[config.mk]
export PLATFORM = sky130hd
export DESIGN_NAME = csh_device_flat
export DESIGN_NICKNAME = d
export VERILOG_FILES = /design/src/hdl/csh_pkg.sv /design/src/hdl/csh_if.sv /design/src/hdl/csh_device.sv /design/src/flat_wrapper.sv
export SDC_FILE = /design/constraint.sdc
export NUM_CORES = 1
export LEC_CHECK = 0
export ABC_AREA = 1
export BUFFER_PORTS_ARGS = -buffer_cell sky130_fd_sc_hd__buf_4
export CAP_MARGIN = 25
export CORE_MARGIN = 4
export CORE_UTILIZATION = 45
export DETAILED_ROUTE_END_ITERATION = 6
export PLACE_DENSITY = 0.67
export SYNTH_ARGS = -nofsm -noshare
export SYNTH_HDL_FRONTEND = slang
export SYNTH_SLANG_ARGS = --single-unit
[constraint.sdc]
create_clock -name ref_clk_i -period 2 [get_ports ref_clk_i]
set_input_delay 0.4 -clock ref_clk_i [delete_from_list [all_inputs] [get_ports ref_clk_i]]
set_output_delay 0.4 -clock ref_clk_i [all_outputs]
set_load 0.01 [all_outputs]
[src/hdl/csh_pkg.sv]
// Operation
// Hard reset puts every channel asleep
// Countdown triggered by soft write or pin
// Each channel picks any of four pins
// Shadow plus countdown; change lands at end
// Host sleeps channel before loading its setup
// Unsynced start: hold-off one, clear sleep
// Host programs hold-off above 1, below 65535
// Soft start counts down, wakes channels at one
// Soft start runs hold-off plus 6 after ready
// Pin start counts down, wakes channels at one
// Pin start runs hold-off plus 3 after pin
// Zero frequency hold-off loads frequency at once
// Hop countdown loads pending frequency at one
// Soft hop applies hold-off plus 7 after ready
// Pin hop starts countdown on sampled pin
// Pin hop applies hold-off plus 5 after pin
// Host may force any channel asleep anytime; a countdown wake in the same cycle overrides the sleep write
// Counter stops after acting until next trigger
package csh_pkg;
  localparam int NCH = 4;
  localparam int NPIN = 4;
  localparam int AW = 8;
  localparam int DW = 16;
  localparam int HW = 16;
  localparam int FW = 32;
  localparam int SELW = 2;

  // ****************************************
  // Register map
  // ****************************************
  localparam logic [AW-1:0] ADDR_SLEEP = 8'h03;
  localparam logic [AW-1:0] ADDR_PIN_CTL = 8'h04;
  localparam logic [AW-1:0] ADDR_SOFT_CTL = 8'h05;
  localparam logic [AW-1:0] ADDR_PIN_SEL = 8'h07;
  localparam logic [AW-1:0] ADDR_START_HOLD = 8'h83;
  localparam logic [AW-1:0] ADDR_FREQ_HOLD = 8'h84;
  localparam logic [AW-1:0] ADDR_FREQ_LO = 8'h85;
  localparam logic [AW-1:0] ADDR_FREQ_HI = 8'h86;

  localparam logic [7:0] SLEEP_RST = 8'h0f;
  localparam logic [HW-1:0] HOLD_ONE = 16'h0001;
  localparam logic [HW-1:0] HOLD_ZERO = 16'h0000;

  // ****************************************
  // Fields
  // ****************************************
  localparam int PIN_HOP_BIT = 0;
  localparam int PIN_START_BIT = 1;
  localparam int PIN_EN_LSB = 4;
  localparam int SYNC_LSB = 0;
  localparam int SOFT_START_BIT = 4;
  localparam int SOFT_HOP_BIT = 5;

  // ****************************************
  // Trigger latencies in master clock cycles
  // ****************************************
  localparam int START_SOFT_LAT = 6;
  localparam int START_PIN_LAT = 3;
  localparam int HOP_SOFT_LAT = 7;
  localparam int HOP_PIN_LAT = 5;
  // Soft path is counted from ready rising, one edge after the write
  localparam int NKIND = 4;
  localparam int K_START_SOFT = 0;
  localparam int K_START_PIN = 1;
  localparam int K_HOP_SOFT = 2;
  localparam int K_HOP_PIN = 3;
  // Pin path already spends two edges in the synchroniser
  localparam int DLY_TAB [NKIND] = '{START_SOFT_LAT + 1, START_PIN_LAT - 2,
                                     HOP_SOFT_LAT + 1, HOP_PIN_LAT - 2};
  localparam int MAXD = HOP_SOFT_LAT + 1;

  typedef enum logic {HOST_IDLE, HOST_WAIT} csh_host_state_e;
endpackage

[src/hdl/csh_if.sv]
`timescale 1ns/100ps
interface csh_if;
  logic wr_en;
  logic rd_en;
  logic [csh_pkg::AW-1:0] addr;
  logic [csh_pkg::SELW-1:0] chan_sel;
  logic [csh_pkg::DW-1:0] wdata;
  logic [csh_pkg::DW-1:0] rdata;
  logic rd_valid;
  logic ready;
  logic [csh_pkg::NPIN-1:0] sync_pin;

  modport dev (
    input wr_en,
    input rd_en,
    input addr,
    input chan_sel,
    input wdata,
    input sync_pin,
    output rdata,
    output rd_valid,
    output ready
  );

  modport host (
    output wr_en,
    output rd_en,
    output addr,
    output chan_sel,
    output wdata,
    output sync_pin,
    input rdata,
    input rd_valid,
    input ready
  );
endinterface

[src/hdl/csh_device.sv]
`timescale 1ns/100ps
module csh_device (
  input wire logic ref_clk_i,
  input wire logic rst_b_i,
  csh_if.dev bus,
  output logic [csh_pkg::NCH-1:0] chan_run_o,
  output logic [csh_pkg::NCH-1:0][csh_pkg::FW-1:0] nco_freq_o
);
  localparam int NCH = csh_pkg::NCH;

  // ****************************************
  // Sync pin synchroniser and edge detect
  // ****************************************
  logic [csh_pkg::NPIN-1:0] pin_s1_q;
  logic [csh_pkg::NPIN-1:0] pin_s2_q;
  logic [csh_pkg::NPIN-1:0] pin_prev_q;
  always_ff @(posedge ref_clk_i or negedge rst_b_i)
  begin
    if (!rst_b_i)
    begin
      pin_s1_q <= '0;
      pin_s2_q <= '0;
      pin_prev_q <= '0;
    end
    else
    begin
      pin_s1_q <= bus.sync_pin;
      pin_s2_q <= pin_s1_q;
      pin_prev_q <= pin_s2_q;
    end
  end
  wire [csh_pkg::NPIN-1:0] pin_rise = pin_s2_q & ~pin_prev_q;

  // ****************************************
  // Decode
  // ****************************************
  wire wr_sleep = bus.wr_en && (bus.addr == csh_pkg::ADDR_SLEEP);
  wire wr_pin_ctl = bus.wr_en && (bus.addr == csh_pkg::ADDR_PIN_CTL);
  wire wr_soft_ctl = bus.wr_en && (bus.addr == csh_pkg::ADDR_SOFT_CTL);
  wire wr_pin_sel = bus.wr_en && (bus.addr == csh_pkg::ADDR_PIN_SEL);
  wire wr_start_hold = bus.wr_en && (bus.addr == csh_pkg::ADDR_START_HOLD);
  wire wr_freq_hold = bus.wr_en && (bus.addr == csh_pkg::ADDR_FREQ_HOLD);
  wire wr_freq_lo = bus.wr_en && (bus.addr == csh_pkg::ADDR_FREQ_LO);
  wire wr_freq_hi = bus.wr_en && (bus.addr == csh_pkg::ADDR_FREQ_HI);

  logic [7:0] sleep_q;
  logic [7:0] pin_ctl_q;
  logic [7:0] soft_ctl_q;
  logic [7:0] pin_sel_q;
  wire [NCH-1:0] start_fire;
  wire [NCH-1:0] hop_fire;
  logic [NCH-1:0][csh_pkg::HW-1:0] start_hold_q;
  logic [NCH-1:0][csh_pkg::HW-1:0] freq_hold_q;
  logic [NCH-1:0][csh_pkg::FW-1:0] shadow_q;

  // Host write and hardware wake may meet; the wake is applied last
  wire [7:0] sleep_d = (wr_sleep ? bus.wdata[7:0] : sleep_q) & ~{4'h0, start_fire};

  always_ff @(posedge ref_clk_i or negedge rst_b_i)
  begin
    if (!rst_b_i)
    begin
      sleep_q <= csh_pkg::SLEEP_RST;
      chan_run_o <= '0;
      pin_ctl_q <= '0;
      soft_ctl_q <= '0;
      pin_sel_q <= '0;
    end
    else
    begin
      sleep_q <= sleep_d;
      chan_run_o <= ~sleep_d[NCH-1:0];
      if (wr_pin_ctl)
        pin_ctl_q <= bus.wdata[7:0];
      if (wr_soft_ctl)
        soft_ctl_q <= bus.wdata[7:0];
      if (wr_pin_sel)
        pin_sel_q <= bus.wdata[7:0];
    end
  end

  // ****************************************
  // Triggers and latency alignment
  // ****************************************
  localparam int NKIND_W = csh_pkg::NKIND;
  wire [NKIND_W-1:0][NCH-1:0] trig;
  logic [NCH-1:0] dly_q [NKIND_W][csh_pkg::MAXD];
  wire [NKIND_W-1:0][NCH-1:0] tap;

  genvar c, k;
  generate
    for (c = 0; c < NCH; c++)
    begin : g_trig
      wire [csh_pkg::SELW-1:0] sel = pin_sel_q[c*csh_pkg::SELW +: csh_pkg::SELW];
      wire hit = pin_rise[sel] && pin_ctl_q[csh_pkg::PIN_EN_LSB + int'(sel)];
      wire armed = soft_ctl_q[csh_pkg::SYNC_LSB + c];
      wire soft_sel = wr_soft_ctl && bus.wdata[csh_pkg::SYNC_LSB + c];
      assign trig[csh_pkg::K_START_SOFT][c] = soft_sel && bus.wdata[csh_pkg::SOFT_START_BIT];
      assign trig[csh_pkg::K_HOP_SOFT][c] = soft_sel && bus.wdata[csh_pkg::SOFT_HOP_BIT];
      assign trig[csh_pkg::K_START_PIN][c] = hit && armed && pin_ctl_q[csh_pkg::PIN_START_BIT];
      assign trig[csh_pkg::K_HOP_PIN][c] = hit && armed && pin_ctl_q[csh_pkg::PIN_HOP_BIT];
    end

    for (k = 0; k < NKIND_W; k++)
    begin : g_dly
      always_ff @(posedge ref_clk_i or negedge rst_b_i)
      begin
        if (!rst_b_i)
        begin
          for (int i = 0; i < csh_pkg::MAXD; i++)
            dly_q[k][i] <= '0;
        end
        else
        begin
          dly_q[k][0] <= trig[k];
          for (int i = 1; i < csh_pkg::MAXD; i++)
            dly_q[k][i] <= dly_q[k][i-1];
        end
      end
      assign tap[k] = dly_q[k][csh_pkg::DLY_TAB[k] - 1];
    end

    // ****************************************
    // Per-channel hold-off counters and shadows
    // ****************************************
    for (c = 0; c < NCH; c++)
    begin : g_chan
      logic [csh_pkg::HW-1:0] sctr_q;
      logic [csh_pkg::HW-1:0] hctr_q;
      logic sbusy_q;
      logic hbusy_q;
      wire sel_me = (int'(bus.chan_sel) == c);
      wire s_load = tap[csh_pkg::K_START_SOFT][c] | tap[csh_pkg::K_START_PIN][c];
      wire h_load = tap[csh_pkg::K_HOP_SOFT][c] | tap[csh_pkg::K_HOP_PIN][c];
      wire [csh_pkg::FW-1:0] shadow_d = (wr_freq_lo && sel_me) ? {shadow_q[c][31:16], bus.wdata} :
                                        (wr_freq_hi && sel_me) ? {bus.wdata, shadow_q[c][15:0]} :
                                        shadow_q[c];
      wire imm = (wr_freq_lo || wr_freq_hi) && sel_me && (freq_hold_q[c] == csh_pkg::HOLD_ZERO);
      assign start_fire[c] = sbusy_q && (sctr_q == csh_pkg::HOLD_ONE) && !s_load;
      assign hop_fire[c] = hbusy_q && (hctr_q == csh_pkg::HOLD_ONE) && !h_load;

      always_ff @(posedge ref_clk_i or negedge rst_b_i)
      begin
        if (!rst_b_i)
        begin
          sctr_q <= '0;
          hctr_q <= '0;
          sbusy_q <= 1'b0;
          hbusy_q <= 1'b0;
          start_hold_q[c] <= '0;
          freq_hold_q[c] <= '0;
          shadow_q[c] <= '0;
          nco_freq_o[c] <= '0;
        end
        else
        begin
          if (wr_start_hold && sel_me)
            start_hold_q[c] <= bus.wdata;
          if (wr_freq_hold && sel_me)
            freq_hold_q[c] <= bus.wdata;
          shadow_q[c] <= shadow_d;
          if (s_load)
          begin
            sctr_q <= start_hold_q[c];
            sbusy_q <= (start_hold_q[c] != csh_pkg::HOLD_ZERO);
          end
          else if (start_fire[c])
            sbusy_q <= 1'b0;
          else if (sbusy_q)
            sctr_q <= sctr_q - csh_pkg::HOLD_ONE;
          if (h_load)
          begin
            hctr_q <= freq_hold_q[c];
            hbusy_q <= (freq_hold_q[c] != csh_pkg::HOLD_ZERO);
          end
          else if (hop_fire[c])
            hbusy_q <= 1'b0;
          else if (hbusy_q)
            hctr_q <= hctr_q - csh_pkg::HOLD_ONE;
          if (hop_fire[c])
            nco_freq_o[c] <= shadow_q[c];
          else if (imm)
            nco_freq_o[c] <= shadow_d;
        end
      end
    end
  endgenerate

  // ****************************************
  // Readback and ready
  // ****************************************
  wire [csh_pkg::DW-1:0] rd_mux =
    (bus.addr == csh_pkg::ADDR_SLEEP) ? {8'h00, sleep_q} :
    (bus.addr == csh_pkg::ADDR_PIN_CTL) ? {8'h00, pin_ctl_q} :
    (bus.addr == csh_pkg::ADDR_SOFT_CTL) ? {8'h00, soft_ctl_q} :
    (bus.addr == csh_pkg::ADDR_PIN_SEL) ? {8'h00, pin_sel_q} :
    (bus.addr == csh_pkg::ADDR_START_HOLD) ? start_hold_q[bus.chan_sel] :
    (bus.addr == csh_pkg::ADDR_FREQ_HOLD) ? freq_hold_q[bus.chan_sel] :
    (bus.addr == csh_pkg::ADDR_FREQ_LO) ? shadow_q[bus.chan_sel][15:0] :
    (bus.addr == csh_pkg::ADDR_FREQ_HI) ? shadow_q[bus.chan_sel][31:16] :
    16'h0000;

  logic ready_q;
  logic rd_valid_q;
  logic [csh_pkg::DW-1:0] rdata_q;
  always_ff @(posedge ref_clk_i or negedge rst_b_i)
  begin
    if (!rst_b_i)
    begin
      ready_q <= 1'b1;
      rd_valid_q <= 1'b0;
      rdata_q <= '0;
    end
    else
    begin
      // Low for one cycle per access; its rise times soft syncs
      ready_q <= !(bus.wr_en || bus.rd_en);
      rd_valid_q <= bus.rd_en;
      if (bus.rd_en)
        rdata_q <= rd_mux;
    end
  end
  assign bus.ready = ready_q;
  assign bus.rd_valid = rd_valid_q;
  assign bus.rdata = rdata_q;
endmodule // csh_device

[src/flat_wrapper.sv]
// flat-port wrapper written by rule: the top's interface ports become plain ports
module csh_device_flat 
  (ref_clk_i, rst_b_i, chan_run_o, nco_freq_o, bus_wr_en, bus_rd_en, bus_addr, bus_chan_sel, bus_wdata, bus_sync_pin, bus_rdata, bus_rd_valid, bus_ready);
  csh_if bus_i ();
  input wire logic ref_clk_i;
  input wire logic rst_b_i;
  output logic [csh_pkg::NCH-1:0] chan_run_o;
  output logic [csh_pkg::NCH-1:0][csh_pkg::FW-1:0] nco_freq_o;
  input wire logic [$bits(bus_i.wr_en)-1:0] bus_wr_en;
  input wire logic [$bits(bus_i.rd_en)-1:0] bus_rd_en;
  input wire logic [$bits(bus_i.addr)-1:0] bus_addr;
  input wire logic [$bits(bus_i.chan_sel)-1:0] bus_chan_sel;
  input wire logic [$bits(bus_i.wdata)-1:0] bus_wdata;
  input wire logic [$bits(bus_i.sync_pin)-1:0] bus_sync_pin;
  output wire logic [$bits(bus_i.rdata)-1:0] bus_rdata;
  output wire logic [$bits(bus_i.rd_valid)-1:0] bus_rd_valid;
  output wire logic [$bits(bus_i.ready)-1:0] bus_ready;
  assign bus_i.wr_en = bus_wr_en;
  assign bus_i.rd_en = bus_rd_en;
  assign bus_i.addr = bus_addr;
  assign bus_i.chan_sel = bus_chan_sel;
  assign bus_i.wdata = bus_wdata;
  assign bus_i.sync_pin = bus_sync_pin;
  assign bus_rdata = bus_i.rdata;
  assign bus_rd_valid = bus_i.rd_valid;
  assign bus_ready = bus_i.ready;
  csh_device u_core (.ref_clk_i(ref_clk_i), .rst_b_i(rst_b_i), .bus(bus_i), .chan_run_o(chan_run_o), .nco_freq_o(nco_freq_o));
endmodule
== Yosys cells after proc, flatten, opt, wreduce, memory -nomap -nowiden ==
Cells that the tools add are included.
Word-level totals
  input port bits: 34
  logic and storage cells: 342
  flip-flop bits (word level): 662
Cells by class
  bitwise logic cells: 13
  reduce and logical (&&, ||, !) cells: 128
  $lt $le $gt $ge: 9
  add/subtract/negate cells: 12
  equal/unequal tests: 27
  muxes and demuxes: 91
Operator list (count)
  $mux W16: 34
  $mux W32: 17
  $eq A16 B1 Y1 const B: 8
  $lt A32 B5 Y1 const B: 4
  $reduce_bool A16 Y1: 8
  $sub A16 B1 Y16 const B: 8
  $logic_and A1 B1 Y1: 76
  $bmux W16 S2: 2
  $bmux W32 S2: 1
  $logic_not A16 Y1: 4
  $reduce_bool A2 Y1: 20
  $eq A8 B8 Y1 const B: 4
  $mux W1: 28
  $eq A8 B3 Y1 const B: 3
  $add A3 B2 Y4 const A: 4
  $ne A2 B2 Y1 const B: 8
  $reduce_and A2 Y1: 8
  $lt A2 B3 Y1 const B: 5
  $bmux W1 S3: 4
  $logic_not A1 Y1: 9
  $and A8 B8 Y8: 1
  $bmux W1 S2: 4
  $eq A8 B2 Y1 const B: 1
  $mux W8: 1
  other kinds (8): 18

== Logic depth before layout (Yosys ltp) ==
  depth after elaboration: 10
  gate-level depth with buffers: 13
  depth with buffers taken out: 11

== Worst setup path before layout ==
No wires, ideal clock.
  kind: reg-to-reg
  from: register u_core.g_chan[2].hctr_q[1] (netlist name)
  to: register u_core.nco_freq_o[91] (netlist name)
  slack: 0.293 ns
  data required time: 1.876 ns
  cell stages (with the launch flop): 9
  setup time: 0.124 ns
  data arrival time: 1.583 ns
  clock period less this slack: 1.707 ns
  buffers on the path: 1
  path through: dfrtp_1 > inv_1 > ha_1 > nand3_1 > nor4_4 > nand2_2 > clkbuf_1 > nand3_1 > nand3_1
Between the ends
  word-level cells in the longest chain between the ends: 4
  elaborated cells on any way between the ends: 5
  classes of those cells: eq/ne: 1; mux: 1; reduce/logical: 3
Ends and longest elaborated chain
  start, declared: line csh_device.sv:129  | logic [csh_pkg::HW-1:0] hctr_q;
  start signal, assigned: line csh_device.sv:173  | hctr_q <= freq_hold_q[c];
  start signal, assigned: line csh_device.sv:179  | hctr_q <= hctr_q - csh_pkg::HOLD_ONE;
  $eq A16 B1 Y1 (*): line csh_device.sv:140  | assign hop_fire[c] = hbusy_q && (hctr_q == csh_pkg::HOLD_ONE) && !h_load;
  $logic_and A1 B1 Y1 (*) (2 in a row): line csh_device.sv:140
  $mux W32 / $reduce_bool A2 Y1 (equally long branches)
  end signal, assigned by index: line csh_device.sv:181  | nco_freq_o[c] <= shadow_q[c];
  end signal, assigned by index: line csh_device.sv:183  | nco_freq_o[c] <= shadow_d;
  end, declared: line csh_device.sv:7  | output logic [csh_pkg::NCH-1:0][csh_pkg::FW-1:0] nco_freq_o
Every way passes the cells marked *; elsewhere a longest branch is shown, timed or not.
A chain may end at the register's enable or synchronous reset.

== Final worst setup path ==
  from: register u_core.g_chan[3].hctr_q[1] (netlist name)
  to: register u_core.nco_freq_o[110] (netlist name)
Between the ends
  word-level cells in the longest chain between the ends: 4
  elaborated cells on any way between the ends: 5
  classes of those cells: eq/ne: 1; mux: 1; reduce/logical: 3
Ends and longest elaborated chain (line)
  start, declared: csh_device.sv:129
  start signal, assigned: csh_device.sv:173
  start signal, assigned: csh_device.sv:179
  $eq A16 B1 Y1 (*): csh_device.sv:140
  $logic_and A1 B1 Y1 (*) (2 in a row): csh_device.sv:140
  $mux W32 / $reduce_bool A2 Y1 (equally long branches)
Marks and branches as above.

==> reports/summary.txt <==
Max Slew Vio Count - 0
I/O Pins - 184
Routed WL per cell - 21.27 microns
vias in the first global route - 27280
count leader, synth - nand2_1
area leader, netlist - dfrtp_1
worst skew pair latency - 630 ps
CTS tree - yes
WHS - 97.45 ps
crit-path max FO - 24
placed cells - 4856
via count - 28380
Total Routing Usage GR - 0.2862
Worst-path clk slew - 60 ps
Slew @ Worst Pin - 573.2 ps
Top delay family on crit path - simple AND/OR/NAND/NOR gates
htree depth - 3
post-synthesis register bit count - 662
drt pass-1 iters - 6
Post-Synth XOR/XNOR Area - 0.02177
Post-synth top flop - dfrtp_1
Worst slew margin - 0.6175
multi-input logic area - 12870 sq um
DRT antenna net count - 0
Crit Reg-Reg Startpoint - u_core.g_chan[3].hctr_q[1]$_DFFE_PN0P_
critical path type - register to register
row count - 95
simple-gate area share of the yosys netlist - 0.2921
Iteration-0 DRC Markers - 3680
Arr. time, crit path - 2380 ps
Initial Util - 0.4572
core box area - 67750 sq um
CP Data Required Time - 2500 ps
Synth warnings - 0
DR DRC count - 0
endpoints failing setup - 0
met2 Use GR - 0.4511
nets - 4115
leakage power - 0.01777 uW
gr ovfl total - 0
vias per cell - 5.677
Die Footprint - 73100 sq um
clk_skew - 21.22 ps
MaxCap Viol Count - 0
TNS Setup - 0 ps
Crit path depth - 10
syn_nets - 3815
Critical Path End - u_core.nco_freq_o[110]$_DFFE_PN0P_
status - complete, no violations
Root Buffer - clkbuf_16
clock network power share - 0.399
DPL Wire Length - 74.27 mm
Port Buffers - 183
ys async rst share - 1.000
CP Cell Sequence - inv_1, ha_1, inv_1, nor4_1, nand4_1, nor2_4, nor2_4, buf_12, nand2_1, nand3_1
FF-to-FF setup slack - 130 ps
Comb pwr share - 0.180
GR peak layer - met2
clock sink count - 662
largest family of logic cells by synthesized area - simple AND/OR/NAND/NOR gates
FF-to-FF End - u_core.nco_freq_o[110]$_DFFE_PN0P_
Sequential Power Share - 0.421
layout cells sized above 1 - 0.1493
Cells after Synth - 3765
CP startpoint - u_core.g_chan[3].hctr_q[1]$_DFFE_PN0P_
RSZ-0062 raised after global routing - no
Die W - 270.4 microns
max incr delay on CP - 400 ps
Post-Synth Adder-Cell Area - 0.006463
global-route wire length before repair - 163.0 mm
crit end category - register
Crit-path slowest cell - dfrtp_1
area fraction in compound gates after synthesis - 0.09371
met1 Track Usage GR - 0.3850
GRT met3 Usage - 0.05641
startpoint types - register
final hold violations - 0
fin cells - 4999
Switch Pwr - 10450 uW
Post-synth top cells - nand2_1, dfrtp_1, nand3_1
WL final - 106.3 mm
post-synth top area share - 0.5307
setup bufs post-CTS - 0
antenna violations before repair - 3
Peak VDD IR - 0.0007272 V
largest net degree at the start of global routing - 89
Worst Path Buf+Inv - 3
Hold Crit Class - input pin to register
TritonCTS buffer count - 74
switch share - 0.2915
internal cell power - 25400 uW
routability cong. - 0.9876
Mapped Avg Cell Area - 8.228 sq um
die height - 270.4 microns
Post-Syn Area - 30980 sq um
synth top area cells - dfrtp_1, nand2_1, nand3_1
Reg area - 16570 sq um
post-synthesis sequential area ratio - 0.5350
CTS Buffer Depth - 3
mux share of post-synthesis cell area - 0
Synth cell types - 47
fin crit share - 0.9366
EDFF count, synth - 0
Fillers - 6109
Area Growth Syn to Fin - 21.19%
fmax - 533.8 MHz
pwr/cell area - 954.9 nW/um^2
fin crit period - 1873 ps
Reg2Reg Depth - 10
[power by group through the flow]
stage / registers (uW) / clock network, uW / logic (uW)
finish: 15100 / 14300 / 6450
global route: 15200 / 15100 / 7300
CTS: 15100 / 14500 / 6410
detailed placement: 15300 / 0 / 6360
global placement: 15300 / 0 / 6250
floorplan: 15100 / 0 / 4320
[how the worst min path moves through the flow]
stage / depth (start not counted) / slack, ps / from / endpoint
2_1_floorplan: 0 / 100 / rst_b_i / u_core.bus.rd_valid$_DFF_PN0_
3_3_place_gp: 1 / 260 / rst_b_i / u_core.pin_s1_q[2]$_DFF_PN0_
3_5_place_dp: 1 / 260 / rst_b_i / u_core.pin_s1_q[2]$_DFF_PN0_
4_1_cts: 4 / 80 / bus_wdata[2] / u_core.chan_run_o[2]$_DFF_PN0_
5_1_grt: 3 / 140 / bus_wr_en / u_core.bus.ready$_DFF_PN1_
6_report: 4 / 100 / bus_wdata[2] / u_core.chan_run_o[2]$_DFF_PN0_
[cells by family after synthesis]
kind of cell | after synthesis
xor gates and xnor gates | 77
DFF | 662
adders and majority gates | 16
AOI/OAI and AO/OA | 511
buffers and inverters | 377
and+or+nand+nor | 2122
[through the flow]
stage	area, sq um	utilization	setup slack [ps]	power, uW
floorplan	30980	-	293.0	19430
global placement	34880	0.5148	-130.0	21530
detailed placement	34880	0.5148	-144.4	21630
CTS	37500	0.5535	42.17	35970
global route	37540	0.5541	0.9650	37580
finish	37540	0.5541	126.7	35850
[repair_timing]
item / CTS / global route
endpoints found under the setup margin: 0 / 40
hold endpoints to repair: 216 / 0
hold buffers: 6 / 0
gates resized for setup: 0 / 12
[layout by cell type, fill, tap and decap left out, drive strengths merged, types with 4 or more instances in the layout]
| cell type | Yosys | layout |
|---|---|---|
| o21ai | 358 | 358 |
| bufinv | 0 | 8 |
| o2111ai | 6 | 6 |
| clkbuf | 108 | 107 |
| nand3 | 501 | 501 |
| nor2 | 305 | 305 |
| nor4 | 34 | 34 |
| clkinvlp | 0 | 5 |
| a32o | 4 | 4 |
| o22ai | 29 | 29 |
| clkinv | 4 | 16 |
| a21oi | 21 | 21 |
| o221ai | 6 | 6 |
| o211ai | 75 | 75 |
| dfstp | 5 | 5 |
| nand4 | 35 | 35 |
| xnor2 | 30 | 30 |
| nor3 | 35 | 35 |
| a22oi | 4 | 4 |
| buf | 83 | 409 |
| dfrtp | 657 | 657 |
| dlygate4sd3 | 0 | 6 |
| inv | 182 | 186 |
| nand2 | 1205 | 1205 |
| xor2 | 47 | 47 |
| ha | 16 | 16 |
[area by class of cell]
class | count | area share
tap | 873 | 0.02910
clock buffer | 107 | 0.05776
antenna | 1 | 0.00006666
sequential | 662 | 0.4414
clock inverter | 29 | 0.01053
multi-input combinational | 2726 | 0.3428
timing repair buffer | 415 | 0.09969
inverter | 186 | 0.01866
[per-layer routing]
layer,vias up,wire length (microns)
met4,2,5343
met3,288,9028
li1,13080,-
met2,1361,48830
met1,13650,43090
met5,-,20
[sequential cells by signal, indices dropped and copies added, names as in the netlist, 4 cells and up]
signal	cells
u_core.g_chan.sctr_q	64
u_core.start_hold_q	64
u_core.pin_s2_q	4
u_core.chan_run_o	4
u_core.nco_freq_o	128
u_core.freq_hold_q	64
u_core.pin_ctl_q	8
u_core.g_chan.hctr_q	64
u_core.dly_q	76
u_core.g_chan.hbusy_q	4
u_core.shadow_q	128
u_core.soft_ctl_q	8
u_core.bus.rdata	16
u_core.pin_s1_q	4
u_core.g_chan.sbusy_q	4
u_core.pin_sel_q	8
u_core.pin_prev_q	4
u_core.sleep_q	8
[tightest hold or removal path, stage by stage]
cell	delay [ps]
buf_4	90
nand2_1	40
o21ai_0	60
nand2_1	70
No activity file was read; power rests on OpenSTA's default activity.
